## config.mk

```make
export PLATFORM = sky130hd
export DESIGN_NAME = gdfc_top
export DESIGN_NICKNAME = d
export VERILOG_FILES = /design/src/include/gdfc_pkg.sv /design/src/gdfc_oc_guard.sv /design/src/gdfc_top.sv
export SDC_FILE = /design/constraint.sdc
export NUM_CORES = 1
export LEC_CHECK = 0
export ABC_AREA = 1
export BUFFER_PORTS_ARGS = -buffer_cell sky130_fd_sc_hd__buf_2
export CORE_UTILIZATION = 51
export DETAILED_ROUTE_END_ITERATION = 10
export GPL_TIMING_DRIVEN = 0
export PLACE_DENSITY = 0.77
export SYNTH_ARGS = -nofsm -noshare
export SYNTH_HDL_FRONTEND = slang
export SYNTH_HIERARCHICAL = 1
export SYNTH_SLANG_ARGS = --single-unit
```

## constraint.sdc

```tcl
create_clock -name sys_clk -period 3.33 [get_ports sys_clk]
set_clock_uncertainty 0.2 [all_clocks]
set_input_delay 0.333 -clock sys_clk [delete_from_list [all_inputs] [get_ports sys_clk]]
set_output_delay 0.333 -clock sys_clk [all_outputs]
set_load 0.05 [all_outputs]
```

## src/include/gdfc_pkg.sv

```systemverilog
// Purpose: Shared constants and types for the gate driver fault configuration block
// Assumes: 100 MHz system clock, 32-bit AHB-Lite register access
// Notes:   Register indices are scaled by four to give byte addresses
package gdfc_pkg;

  // ----------------------------------------------------------------
  // Register map (indices; byte address is index times four)
  // ----------------------------------------------------------------
  localparam logic [7:0]  IDX_CFG1   = 8'hAC;
  localparam logic [7:0]  IDX_CFG2   = 8'hAE;
  localparam logic [7:0]  IDX_STATUS = 8'hB0;
  localparam logic [7:0]  IDX_MASK   = 8'hB1;
  localparam logic [7:0]  IDX_CTRL   = 8'hB2;
  localparam logic [31:0] CFG1_RESET = 32'h1022_8100;
  localparam logic [31:0] CFG2_RESET = 32'h0120_0000;
  localparam int          CFG2_W1C_BIT = 24;
  localparam int          CTRL_CLEAR_BIT = 0;

  // ----------------------------------------------------------------
  // Event bits of status and mask
  // ----------------------------------------------------------------
  localparam int EVT_WIDTH = 3;
  localparam int EVT_OC    = 0;
  localparam int EVT_OV    = 1;
  localparam int EVT_OTW   = 2;

  // ----------------------------------------------------------------
  // Timing
  // ----------------------------------------------------------------
  localparam int CLK_PERIOD_NS  = 10;
  localparam int CLK_MHZ        = 100;
  localparam int FILT_0_NS      = 200;
  localparam int FILT_1_NS      = 600;
  localparam int FILT_2_NS      = 1100;
  localparam int FILT_3_NS      = 1600;
  localparam int FILT_0_CYC     = (FILT_0_NS + CLK_PERIOD_NS - 1) / CLK_PERIOD_NS;
  localparam int FILT_1_CYC     = (FILT_1_NS + CLK_PERIOD_NS - 1) / CLK_PERIOD_NS;
  localparam int FILT_2_CYC     = (FILT_2_NS + CLK_PERIOD_NS - 1) / CLK_PERIOD_NS;
  localparam int FILT_3_CYC     = (FILT_3_NS + CLK_PERIOD_NS - 1) / CLK_PERIOD_NS;
  localparam int RETRY_SHORT_US = 5000;
  localparam int RETRY_LONG_US  = 500000;
  localparam int RETRY_SHORT_CYC = RETRY_SHORT_US * CLK_MHZ;
  localparam int RETRY_LONG_CYC  = RETRY_LONG_US * CLK_MHZ;

  // ----------------------------------------------------------------
  // Types
  // ----------------------------------------------------------------
  typedef enum logic [1:0] {
    OC_LATCH,
    OC_RETRY,
    OC_REPORT,
    OC_IGNORE
  } gdfc_oc_mode_t;

  typedef struct packed {
    logic          parity;
    logic [2:0]    rsvd30to28;
    logic [1:0]    slewRateSel;
    logic [5:0]    rsvd25to20;
    logic          overvoltage_level_sel;
    logic          overvoltage_protect_on;
    logic          rsvd17;
    logic          overtemp_warn_report;
    logic [1:0]    rsvd15to14;
    logic [1:0]    overcurrent_filter_time;
    logic          overcurrent_retry_wait;
    logic          overcurrent_threshold_sel;
    gdfc_oc_mode_t overcurrent_response_sel;
    logic [5:0]    rsvd7to2;
    logic [1:0]    sense_amp_gain_sel;
  } gdfc_cfg1_t;

  typedef struct packed {
    logic fault;
    logic detected;
    logic event_;
  } gdfc_oc_stat_t;

endpackage : gdfc_pkg

```

## src/gdfc_oc_guard.sv

```systemverilog
// Purpose: Overcurrent deglitch filter and fault response sequencer
// Assumes: Comparator input already selects the chosen trip level
// Notes:   Retry counts are parameters so simulation can shorten them
`timescale 1ns/1ps
module gdfc_oc_guard #(
  parameter int RETRY_SHORT_CYC = gdfc_pkg::RETRY_SHORT_CYC,
  parameter int RETRY_LONG_CYC  = gdfc_pkg::RETRY_LONG_CYC
) (
  // Clock and reset
  input  wire logic                    sys_clk,
  input  wire logic                    sys_rst,
  // Comparator input, configuration and latch clear
  input  wire logic                    ocRaw,
  input  wire gdfc_pkg::gdfc_oc_mode_t mode,
  input  wire logic [1:0]              filterSel,
  input  wire logic                    retryLong,
  input  wire logic                    clearLatch,
  // Status
  output gdfc_pkg::gdfc_oc_stat_t      stat
);

  typedef enum logic [1:0] {ST_RUN, ST_LATCHED, ST_WAIT} gdfc_oc_state_t;

  function automatic logic [7:0] filtCycles(input logic [1:0] sel);
    case (sel)
      2'd0:    filtCycles = 8'(gdfc_pkg::FILT_0_CYC);
      2'd1:    filtCycles = 8'(gdfc_pkg::FILT_1_CYC);
      2'd2:    filtCycles = 8'(gdfc_pkg::FILT_2_CYC);
      default: filtCycles = 8'(gdfc_pkg::FILT_3_CYC);
    endcase
  endfunction : filtCycles

  logic [7:0]     filtCnt_q;
  logic           detected;
  logic [31:0]    retryCnt_q;
  gdfc_oc_state_t state_q;

  // ----------------------------------------------------------------
  // Deglitch: condition must hold for the whole selected time
  // ----------------------------------------------------------------
  always_ff @(posedge sys_clk) begin
    if (sys_rst || !ocRaw) begin
      filtCnt_q <= 8'h00;
    end else if (filtCnt_q < filtCycles(filterSel)) begin
      filtCnt_q <= filtCnt_q + 8'h01;
    end
  end
  assign detected = ocRaw && (filtCnt_q >= filtCycles(filterSel));

  // ----------------------------------------------------------------
  // Fault response
  // ----------------------------------------------------------------
  always_ff @(posedge sys_clk) begin
    if (sys_rst) begin
      state_q    <= ST_RUN;
      retryCnt_q <= 32'h0000_0000;
    end else begin
      case (state_q)
        ST_RUN: begin
          if (detected && mode == gdfc_pkg::OC_LATCH) begin
            state_q <= ST_LATCHED;
          end else if (detected && mode == gdfc_pkg::OC_RETRY) begin
            state_q    <= ST_WAIT;
            retryCnt_q <= 32'h0000_0000;
          end
        end
        ST_LATCHED: begin
          if (clearLatch) begin
            state_q <= ST_RUN;
          end
        end
        default: begin
          // Retry wait runs from the fault, then driving resumes
          if (retryCnt_q + 32'd1 >= 32'(retryLong ? RETRY_LONG_CYC : RETRY_SHORT_CYC)) begin
            state_q <= ST_RUN;
          end else begin
            retryCnt_q <= retryCnt_q + 32'd1;
          end
        end
      endcase
    end
  end

  always_comb begin
    stat.fault    = (state_q != ST_RUN);
    // Report-only mode flags without acting; ignore mode stays silent
    stat.detected = detected && (mode != gdfc_pkg::OC_IGNORE);
    stat.event_   = stat.detected && (state_q == ST_RUN) && (filtCnt_q == filtCycles(filterSel));
  end

endmodule : gdfc_oc_guard

```

## src/gdfc_top.sv

```systemverilog
// Purpose: Gate driver and protection configuration register bank on AHB-Lite
// Assumes: Comparator and warning inputs are synchronous to sys_clk
// Notes:   Zero-wait slave; status reads clear the sticky event bits
//
// Operation
// - The first driver configuration register sits at index 0xAC and resets to 0x10228100.
// - Bits 27..26 choose the output slew rate of 25, 50, 150 or 200 V/us.
// - Bit 19 picks the supply overvoltage level, clear for 32 V and set for 20 V.
// - Overvoltage protection acts only while bit 18 is set.
// - The overtemperature warning reaches the fault pin only while bit 16 is set.
// - An overcurrent must last the deglitch time chosen by bits 13..12 (0.2, 0.6, 1.1, 1.6 us).
// - Bit 11 chooses a retry wait of 5 ms or 500 ms.
// - Bit 10 chooses a trip level of 16 A or 24 A.
// - Response code 0 latches the overcurrent fault and code 1 retries automatically.
// - Response code 2 reports without acting and code 3 neither reports nor acts.
// - Bits 1..0 give a sense gain of 0.15, 0.3, 0.6 or 1.2 V/A unless automatic gain is on.
// - The second driver configuration register sits at index 0xAE and resets to 0x01200000.
//
// Chosen here: register access over AHB-Lite.
`timescale 1ns/1ps
module gdfc_top #(
  parameter int RETRY_SHORT_CYC = gdfc_pkg::RETRY_SHORT_CYC,
  parameter int RETRY_LONG_CYC  = gdfc_pkg::RETRY_LONG_CYC
) (
  // Clock and reset
  input  wire logic        sys_clk,
  input  wire logic        sys_rst,
  // AHB-Lite slave
  input  wire logic        hsel,
  input  wire logic [31:0] haddr,
  input  wire logic [1:0]  htrans,
  input  wire logic        hwrite,
  input  wire logic [2:0]  hsize,
  input  wire logic [31:0] hwdata,
  input  wire logic        hready,
  output logic             hreadyout,
  output logic             hresp,
  output logic [31:0]      hrdata,
  // Analog comparators and sensors
  input  wire logic        ocAbove16A,
  input  wire logic        ocAbove24A,
  input  wire logic        motor_supplyAbove20V,
  input  wire logic        motor_supplyAbove32V,
  input  wire logic        overtempWarn,
  input  wire logic        auto_sense_gain_on,
  input  wire logic [1:0]  autoGainSel,
  // Driver controls
  output logic             driverEnable,
  output logic [7:0]       slewRateVpus,
  output logic [1:0]       senseGainCode,
  output logic [10:0]      senseGainMvpa,
  output logic [31:0]      gateDriverCfg2,
  // Fault and interrupt
  output logic             fault_out_n,
  output logic             irq
);

  // ----------------------------------------------------------------
  // Decode helpers
  // ----------------------------------------------------------------
  function automatic logic [7:0] slewDecode(input logic [1:0] sel);
    case (sel)
      2'd0:    slewDecode = 8'd25;
      2'd1:    slewDecode = 8'd50;
      2'd2:    slewDecode = 8'd150;
      default: slewDecode = 8'd200;
    endcase
  endfunction : slewDecode

  function automatic logic [10:0] gainDecode(input logic [1:0] sel);
    case (sel)
      2'd0:    gainDecode = 11'd150;
      2'd1:    gainDecode = 11'd300;
      2'd2:    gainDecode = 11'd600;
      default: gainDecode = 11'd1200;
    endcase
  endfunction : gainDecode

  function automatic logic [7:0] wordIndex(input logic [31:0] addr);
    // Upper or byte address bits set must not alias onto a mapped register
    if (addr[31:10] != 22'h0 || addr[1:0] != 2'h0) begin
      wordIndex = 8'hFF;
    end else begin
      wordIndex = addr[9:2];
    end
  endfunction : wordIndex

  // ----------------------------------------------------------------
  // Declarations
  // ----------------------------------------------------------------
  gdfc_pkg::gdfc_cfg1_t    cfg1_q;
  logic [31:0]             cfg2_q;
  logic [gdfc_pkg::EVT_WIDTH-1:0] status_q;
  logic [gdfc_pkg::EVT_WIDTH-1:0] mask_q;
  logic [gdfc_pkg::EVT_WIDTH-1:0] events;
  logic                    wrPend_q;
  logic [7:0]              wrIdx_q;
  logic                    addrTaken;
  logic                    rdTake;
  logic                    statusRead;
  logic                    clearPulse;
  logic                    ocSelected;
  logic                    ovSelected;
  logic                    ovFault;
  logic                    otwPrev_q;
  logic                    ovPrev_q;
  logic                    irq_q;
  logic                    faultOutN_q;
  logic                    driverEnable_q;
  logic [7:0]              slew_q;
  logic [1:0]              gainCode_q;
  logic [10:0]             gainMvpa_q;
  logic [31:0]             hrdata_q;
  gdfc_pkg::gdfc_oc_stat_t ocStat;

  // ----------------------------------------------------------------
  // AHB-Lite address phase
  // ----------------------------------------------------------------
  assign addrTaken  = hsel && htrans[1] && hready;
  assign rdTake     = addrTaken && !hwrite;
  assign statusRead = rdTake && (wordIndex(haddr) == gdfc_pkg::IDX_STATUS);
  assign hreadyout  = 1'b1;
  assign hresp      = 1'b0;
  assign hrdata     = hrdata_q;

  always_ff @(posedge sys_clk) begin
    if (sys_rst) begin
      wrPend_q <= 1'b0;
      wrIdx_q  <= 8'h00;
    end else begin
      wrPend_q <= addrTaken && hwrite;
      wrIdx_q  <= wordIndex(haddr);
    end
  end

  // Read data is latched at the address phase so it stands from a flop
  always_ff @(posedge sys_clk) begin
    if (sys_rst) begin
      hrdata_q <= 32'h0000_0000;
    end else if (rdTake) begin
      if (wordIndex(haddr) == gdfc_pkg::IDX_CFG1) begin
        hrdata_q <= cfg1_q;
      end else if (wordIndex(haddr) == gdfc_pkg::IDX_CFG2) begin
        hrdata_q <= cfg2_q;
      end else if (wordIndex(haddr) == gdfc_pkg::IDX_STATUS) begin
        hrdata_q <= 32'(status_q);
      end else if (wordIndex(haddr) == gdfc_pkg::IDX_MASK) begin
        hrdata_q <= 32'(mask_q);
      end else begin
        hrdata_q <= 32'h0000_0000;
      end
    end
  end

  // ----------------------------------------------------------------
  // Configuration registers
  // ----------------------------------------------------------------
  // Reserved bits are stored as written; software restores their defaults
  always_ff @(posedge sys_clk) begin
    if (sys_rst) begin
      cfg1_q <= gdfc_pkg::CFG1_RESET;
    end else if (wrPend_q && wrIdx_q == gdfc_pkg::IDX_CFG1) begin
      cfg1_q <= hwdata;
    end
  end

  always_ff @(posedge sys_clk) begin
    if (sys_rst) begin
      cfg2_q <= gdfc_pkg::CFG2_RESET;
    end else if (wrPend_q && wrIdx_q == gdfc_pkg::IDX_CFG2) begin
      cfg2_q <= hwdata;
      // Power sequencing disable clears on a written one and ignores a zero
      cfg2_q[gdfc_pkg::CFG2_W1C_BIT] <= cfg2_q[gdfc_pkg::CFG2_W1C_BIT] && !hwdata[gdfc_pkg::CFG2_W1C_BIT];
    end
  end
  assign gateDriverCfg2 = cfg2_q;

  always_ff @(posedge sys_clk) begin
    if (sys_rst) begin
      mask_q <= '0;
    end else if (wrPend_q && wrIdx_q == gdfc_pkg::IDX_MASK) begin
      mask_q <= hwdata[gdfc_pkg::EVT_WIDTH-1:0];
    end
  end

  assign clearPulse = wrPend_q && (wrIdx_q == gdfc_pkg::IDX_CTRL) && hwdata[gdfc_pkg::CTRL_CLEAR_BIT];

  // ----------------------------------------------------------------
  // Protection
  // ----------------------------------------------------------------
  assign ocSelected = cfg1_q.overcurrent_threshold_sel ? ocAbove24A : ocAbove16A;
  assign ovSelected = cfg1_q.overvoltage_level_sel ? motor_supplyAbove20V : motor_supplyAbove32V;
  assign ovFault    = ovSelected && cfg1_q.overvoltage_protect_on;

  gdfc_oc_guard #(
    .RETRY_SHORT_CYC (RETRY_SHORT_CYC),
    .RETRY_LONG_CYC  (RETRY_LONG_CYC)
  ) u_oc_guard (
    .sys_clk    (sys_clk),
    .sys_rst    (sys_rst),
    .ocRaw      (ocSelected),
    .mode       (cfg1_q.overcurrent_response_sel),
    .filterSel  (cfg1_q.overcurrent_filter_time),
    .retryLong  (cfg1_q.overcurrent_retry_wait),
    .clearLatch (clearPulse),
    .stat       (ocStat)
  );

  always_ff @(posedge sys_clk) begin
    if (sys_rst) begin
      ovPrev_q  <= 1'b0;
      otwPrev_q <= 1'b0;
    end else begin
      ovPrev_q  <= ovFault;
      otwPrev_q <= overtempWarn;
    end
  end

  assign events[gdfc_pkg::EVT_OC]  = ocStat.event_;
  assign events[gdfc_pkg::EVT_OV]  = ovFault && !ovPrev_q;
  assign events[gdfc_pkg::EVT_OTW] = overtempWarn && !otwPrev_q;

  // ----------------------------------------------------------------
  // Interrupt status: a new event wins over the clearing read
  // ----------------------------------------------------------------
  always_ff @(posedge sys_clk) begin
    if (sys_rst) begin
      status_q <= '0;
    end else begin
      status_q <= (statusRead ? '0 : status_q) | events;
    end
  end

  always_ff @(posedge sys_clk) begin
    if (sys_rst) begin
      irq_q <= 1'b0;
    end else begin
      irq_q <= |(((statusRead ? '0 : status_q) | events) & mask_q);
    end
  end
  assign irq = irq_q;

  // ----------------------------------------------------------------
  // Driver outputs
  // ----------------------------------------------------------------
  always_ff @(posedge sys_clk) begin
    if (sys_rst) begin
      faultOutN_q    <= 1'b1;
      driverEnable_q <= 1'b0;
    end else begin
      faultOutN_q    <= !(ocStat.fault || ocStat.detected || ovFault
                          || (overtempWarn && cfg1_q.overtemp_warn_report));
      driverEnable_q <= !(ocStat.fault || ovFault);
    end
  end
  assign fault_out_n  = faultOutN_q;
  assign driverEnable = driverEnable_q;

  always_ff @(posedge sys_clk) begin
    if (sys_rst) begin
      slew_q     <= 8'd25;
      gainCode_q <= 2'd0;
      gainMvpa_q <= 11'd150;
    end else begin
      slew_q     <= slewDecode(cfg1_q.slewRateSel);
      // Automatic gain overrides the fixed field
      gainCode_q <= auto_sense_gain_on ? autoGainSel : cfg1_q.sense_amp_gain_sel;
      gainMvpa_q <= gainDecode(auto_sense_gain_on ? autoGainSel : cfg1_q.sense_amp_gain_sel);
    end
  end
  assign slewRateVpus  = slew_q;
  assign senseGainCode = gainCode_q;
  assign senseGainMvpa = gainMvpa_q;

endmodule : gdfc_top

```

Word-level counts from Yosys, hierarchy flattened
Cells that the tools add are included.
Word-level totals
  memory bits (writable): 0
  memories kept: 0
  bits in latches: 0
  logic and storage cells: 147
  input port bits: 82
  ROM bits: 0
  flip-flop bits (word level): 179
Operators by class
  add/sub/neg operators: 2
  shifts and indexed selects: 0
  divide/modulo/power cells: 0
  eq/ne operators: 24
  $mul: 0
  magnitude comparators: 3
  bitwise logic cells: 3
  reduce and logical (&&, ||, !) cells: 46
  multiplexer cells: 37
Operator list (number)
  two-way mux 32 bit: 5
  two-way mux 8 bit: 16
  equality test 8 bit, second input constant: 9
  one-hot mux 32 bit (2 select lines): 1
  one-hot mux 8 bit (3 select lines): 2
  one-hot mux 11 bit (3 select lines): 1
  adder 32 x 1 -> 32 bit, second input constant: 1
  >= comparator 32 bit: 1
  two-way mux 26 bit: 1
  nonzero test 22 bit: 1
  logical AND 1 bit: 21
  equality test 2 x 1 -> 1 bit, second input constant: 5
  logical NOT 2 bit: 5
  two-way mux 2 bit: 5
  two-way mux 3 bit: 3
  adder 8 x 1 -> 8 bit, second input constant: 1
  equality test 8 bit: 1
  >= comparator 8 bit: 1
  < comparator 8 bit: 1
  inequality test 2 bit, second input constant: 4
  logical NOT 1 bit: 7
  equality test 2 bit, second input constant: 3
  logical OR 1 bit: 6
  one-hot mux 2 bit (2 select lines): 1
  other kinds (11): 13

Depth between registers and ports, before layout
  depth in word-level cells: 25
  gate-level depth with buffers: 25
  depth with buffers taken out: 23

Modules after synthesis
The synthesis kept the hierarchy.
Modules (own cells, without submodules)
  gdfc_top: cells each 690, instances 1, area an instance 5545.3 sq um
  gdfc_oc_guard: cells each 569, instances 1, area an instance 3434.5 sq um

Least setup slack after synthesis
Ideal clock, no wire load.
  kind: register to register
  start point: register u_oc_guard.retryCnt_q[1]
  end point: register u_oc_guard.retryCnt_q[5]
  arrival time: 3.031 ns
  path slack: -0.014 ns
  data required time: 3.017 ns
  clock period less this slack: 3.344 ns
  setup time: 0.113 ns
  cell stages (with the launch flop): 23
  path buffers: 2
  cells stage by stage: dfxtp_1 > ha_1 > nand2_1 > nor2_2 > nand2_1 > or3b_2 > nor2_1 > nand3_1 > xor2_1 > ha_1 > nand4_1 > nor3_2 > nand2_1 > nand2_1 > nand2_1 > nand2_1 > nand2_2 > nand2_2 > buf_6 > buf_6 > nand2_1 > nand2_1 > nor2_1
On the way
  word-level cells in the longest chain between the ends: 4
  elaborated cells between the ends (all ways): 6
Ends and longest elaborated chain
  start: declaration: RTL line gdfc_oc_guard.sv:35  | logic [31:0] retryCnt_q;
  start signal: assignment: RTL line gdfc_oc_guard.sv:77  | retryCnt_q <= retryCnt_q + 32'd1;
  adder 32 x 1 -> 32 bit (*): RTL line gdfc_oc_guard.sv:74, gdfc_oc_guard.sv:77
  >= comparator 32 bit: RTL line gdfc_oc_guard.sv:74  | if (retryCnt_q + 32'd1 >= 32'(retryLong ? RETRY_LONG_CYC : RETRY_SHORT_CYC)) begin
  inequality test 2 bit (no source line)
  AND reduction 4 bit (no source line)
Every way passes the cells marked *; elsewhere a longest branch is shown, timed or not. The select of a mux whose other input is x is not followed.
A chain may end at the register's enable or synchronous reset.

Worst setup path in the final report
  start point: register u_oc_guard.retryCnt_q[1]
  end point: register u_oc_guard.retryCnt_q[21]
Same word-level chain as after synthesis.

==> metrics.md <==
| Metric | Value |
|---|---|
| Initial standard-cell utilization of the core | 0.5210 |
| Count of buffers inserted at the top-level ports | 163 |
| Cells on worst reg2reg path | 23 |
| Post-detailed-routing wire length | 27.50 mm |
| Highest Clock Rate | 0.2848 GHz |
| P_leak | 0.005404 µW |
| Final critical-path share of the clock period | 1.054 |
| Hold Crit Class | primary input to register |
| Count of synthesis-stage warnings from yosys | 6 |
| Ratio of total power to cell area | 389.8 nW/µm² |
| Leftover overflow at the end of global routing | 0 |
| Ys flop type | sky130_fd_sc_hd__dfxtp_1 |
| Proportion of layout cells with a drive suffix above 1 | 0.2327 |
| Final TNS setup | -3342 ps |
| Top fanout value on the critical path | 6 |
| Final worst slack | -180.9 ps |
| Antenna violations before repair | 0 |
| Area enclosed by the die boundary | 18140 µm² |
| Critical Path AT | 3640 ps |
| Core area | 17240 µm² |
| Relative slew slack | 0.4579 |
| Die Span Y | 134.7 µm |
| Maximum resistive drop on vdd | 0.0004139 V |
| Detailed-routing iteration count for the pre-antenna-repair pass | 6 |
| Clock-pin slew on the worst setup and hold paths | 70 ps |
| Capturing point of the worst reg2reg path | u_oc_guard/retryCnt_q[21] |
| Fin. max-slew vios | 0 |
| Required time of the worst setup path | 3460 ps |
| Final Hold Viols | 0 |
| MaxCap Viol Count | 0 |
| FF-to-FF setup slack | -180 ps |
| Clock latency at the later pin of the worst-skew pair | 450 ps |
| Detailed-route via count | 9301 |
| Post-synthesis area per instance | 7.133 µm² |
| Routability congestion estimate from global placement | 0.8828 |
| Root buffer selected by CTS | sky130_fd_sc_hd__clkbuf_16 |
| Pin count of the biggest net entering global routing | 19 |
| Post-synthesis async set-or-reset flop share | 0 |
| Number of filler instances in the final layout | 1381 |
| Horizontal extent of the die | 134.7 µm |
| Synthesis-to-layout area growth | 29.41% |
| Launch point of the worst reg-to-reg path | u_oc_guard/retryCnt_q[1] |
| Cells after synthesis | 1259 |
| Number of vias per cell after detailed routing | 5.339 |
| Count of unresolved DRC violations after routing | 0 |
| Distinct cell type count after synthesis | 45 |
| Average detailed-routed wire length per instance | 15.79 µm |
| Count of state elements after synthesis | 176 |
| Critical path start-end classification | register to register |
| Sequential Area | 3541 µm² |
| CP Launch Type | register |
| Sum of net half-perimeters after detailed placement | 18.78 mm |
| Commonest cells in the netlist | sky130_fd_sc_hd__nor2_1 (233), sky130_fd_sc_hd__nand2_1 (210), sky130_fd_sc_hd__inv_1 (181) |
| Minimum period implied by the final worst setup slack | 3511 ps |
| Post-detailed-route count of antenna-violating nets | 0 |
| Starting DRC count in detailed routing | 684 |
| H-tree level count | 4 |
| Beginning of the worst hold path | htrans[1] |
| Synthesized cell area | 8980 µm² |
| Sequential area share after synthesis | 0.3924 |
| Number of stages on the worst hold path | 3 |
| Wire length of the first global-routing pass | 42.32 mm |
| Number of diodes | 0 |
| PnR Total Power | 4530 µW |
| Worst Setup SP | u_oc_guard/retryCnt_q[1] |
| Total Nets Final | 1622 |
| Area contributors post-synth | sky130_fd_sc_hd__dfxtp_1 (39%), sky130_fd_sc_hd__nor2_1 (9.7%), sky130_fd_sc_hd__nand2_1 (8.8%), sky130_fd_sc_hd__inv_1 (7.6%), sky130_fd_sc_hd__ha_1 (4.9%) |
| Count leader, synth | sky130_fd_sc_hd__nor2_1 |
| Total setup violations reported at the end of the flow | 32 |
| Count of standard-cell rows | 48 |
| Transition time at the pin with the least slew margin | 805.7 ps |
| Num CTS Buffers | 17 |
| Unrepaired setup endpoints after global routing | yes |
| Clock tree from TritonCTS | built |
| Total area of multi-input combinational cells | 4700 µm² |
| Boundary Pins | 172 |
| Sink Count | 176 |
| Violated checks | negative setup slack |
| Worst-case clock buffer depth | 2 |
| Yosys top cell by area | sky130_fd_sc_hd__dfxtp_1 |
| End point of the most critical hold path | wrPend_q |
| Via count of the first global-routing pass | 8819 |
| Share of the synthesized area in the top cell type | 0.3924 |
| Result of the run | complete, but fails checks |
| EDFF count, synth | 0 |
| Overall track demand over capacity in global routing | 0.2967 |
| Critical Path Sink Type | register |
==> report_power, final <==
group | total [µW] | switching, µW | internal (µW) | leakage, µW
Sequential | 2140 | 12.8 | 2130 | 0.00143
Combinational | 321 | 208 | 113 | 0.00368
Clock | 2070 | 977 | 1090 | 0.000290
Total | 4530 | 1200 | 3330 | 0.00540
==> area by class of cell <==
class,count,share of cell area
Multi-Input combinational cell,839,0.4044
Sequential cell,176,0.3047
Timing Repair Buffer,228,0.1263
Inverter,188,0.06072
Clock buffer,18,0.03779
Buffer,55,0.02724
Tap cell,225,0.02422
Clock inverter,13,0.01464
==> worst max-delay path: stages, from the launching register on <==
cell	delay, ps
sky130_fd_sc_hd__dfxtp_4	370
sky130_fd_sc_hd__ha_4	150
sky130_fd_sc_hd__nand2_4	50
sky130_fd_sc_hd__nor2_4	150
sky130_fd_sc_hd__nand2_2	70
sky130_fd_sc_hd__or3b_4	390
sky130_fd_sc_hd__nor2_4	110
sky130_fd_sc_hd__nand3_2	100
sky130_fd_sc_hd__xor2_2	180
sky130_fd_sc_hd__ha_1	290
sky130_fd_sc_hd__nand4_1	190
sky130_fd_sc_hd__a21oi_2	170
sky130_fd_sc_hd__nor2_2	50
sky130_fd_sc_hd__nand2_2	90
sky130_fd_sc_hd__nand2_2	80
sky130_fd_sc_hd__nand2_2	80
sky130_fd_sc_hd__nand2_2	60
sky130_fd_sc_hd__nand2_2	80
sky130_fd_sc_hd__buf_8	130
sky130_fd_sc_hd__buf_12	110
sky130_fd_sc_hd__buf_12	110
sky130_fd_sc_hd__nand2_1	60
sky130_fd_sc_hd__nand2_1	80
sky130_fd_sc_hd__nor2_2	50
==> layer usage <==
metal	share of wire	vias to the layer above	global-route usage
li1	-	4503	-
met1	0.39	4337	0.3386
met2	0.50	385	0.5289
met3	0.076	76	0.07545
met4	0.030	0	0.1142
met5	0	-	0
==> placed cells by master, fill, tap and decap left out, types with 5 or more instances in the layout <==
| cell type | synthesis | final |
|---|---|---|
| sky130_fd_sc_hd__o221ai_1 | 6 | 6 |
| sky130_fd_sc_hd__nand4_1 | 11 | 11 |
| sky130_fd_sc_hd__clkbuf_16 | 0 | 18 |
| sky130_fd_sc_hd__nor3_1 | 18 | 17 |
| sky130_fd_sc_hd__xor2_1 | 14 | 10 |
| sky130_fd_sc_hd__buf_2 | 4 | 166 |
| sky130_fd_sc_hd__nand2_4 | 1 | 5 |
| sky130_fd_sc_hd__o211ai_1 | 32 | 32 |
| sky130_fd_sc_hd__o21ai_0 | 48 | 47 |
| sky130_fd_sc_hd__ha_1 | 35 | 34 |
| sky130_fd_sc_hd__nand2_1 | 210 | 191 |
| sky130_fd_sc_hd__nor2_1 | 233 | 212 |
| sky130_fd_sc_hd__dlygate4sd3_1 | 0 | 39 |
| sky130_fd_sc_hd__o211ai_2 | 14 | 14 |
| sky130_fd_sc_hd__a21oi_1 | 46 | 45 |
| sky130_fd_sc_hd__nor2_4 | 4 | 15 |
| sky130_fd_sc_hd__nor2_2 | 13 | 23 |
| sky130_fd_sc_hd__inv_1 | 181 | 180 |
| sky130_fd_sc_hd__a211oi_1 | 28 | 28 |
| sky130_fd_sc_hd__nand2_2 | 7 | 22 |
| sky130_fd_sc_hd__dfxtp_1 | 176 | 168 |
| sky130_fd_sc_hd__buf_4 | 10 | 29 |
| sky130_fd_sc_hd__xor2_2 | 1 | 5 |
| sky130_fd_sc_hd__clkbuf_1 | 34 | 34 |
| sky130_fd_sc_hd__nand3_1 | 78 | 75 |
| sky130_fd_sc_hd__dfxtp_2 | 0 | 5 |
==> worst max-delay path by stage <==
| stage | endpoint | slack (ps) |
|---|---|---|
| finish | u_oc_guard/retryCnt_q[21] | -180 |
| global route | u_oc_guard/retryCnt_q[21] | -390 |
| CTS | u_oc_guard/retryCnt_q[3] | -140 |
| detailed placement | u_oc_guard/retryCnt_q[3] | -550 |
| global placement | u_oc_guard/retryCnt_q[1] | -490 |
| floorplan | u_oc_guard/retryCnt_q[1] | 9 |
==> what timing repair did <==
item	CTS	global route
hold buffers	39	0
buffers inserted	13	12
endpoints found under the setup margin	34	34
cloned	1	1
gates resized for setup	41	52
pin swaps	14	29
endpoints found under the hold margin	61	0
==> per-stage QoR <==
step / cell area [µm²] / hold WS [ps] / util / setup slack, ps / instances
floorplan: 8987 / 208.5 / - / 9.350 / 1260
global placement: 10080 / 234.2 / 0.5851 / -488.0 / 1648
detailed placement: 10080 / 230.5 / 0.5851 / -552.1 / 1648
CTS: 11340 / 3.491 / 0.6582 / -138.8 / 1731
global route: 11620 / 29.71 / 0.6742 / -393.3 / 1742
finish: 11620 / 7.400 / 0.6742 / -180.9 / 1742
==> kinds of logic (layout without fill, tap and decap cells) <==
family,after synthesis,in the layout,synth area share
buf+inv,245,502,0.1130
other cells,2,3,0.0008363
simple gates,599,599,0.2904
xor+xnor,18,18,0.01839
flops,176,176,0.3924
fa+ha+maj,35,35,0.04877
compound gates,184,184,0.1363
==> sequential cells by signal, indices dropped and copies added (netlist names) <==
register	count
cfg1_q	32
slewRateVpus	8
otwPrev_q	1
u_oc_guard/retryCnt_q	32
gateDriverCfg2	32
senseGainMvpa	8
wrPend_q	1
wrIdx_q	8
driverEnable	1
u_oc_guard/state_q	2
senseGainCode	2
fault_out_n	1
u_oc_guard/filtCnt_q	8
irq	1
status_q	3
hrdata	32
ovPrev_q	1
mask_q	3
(Power assumes the default switching activity.)
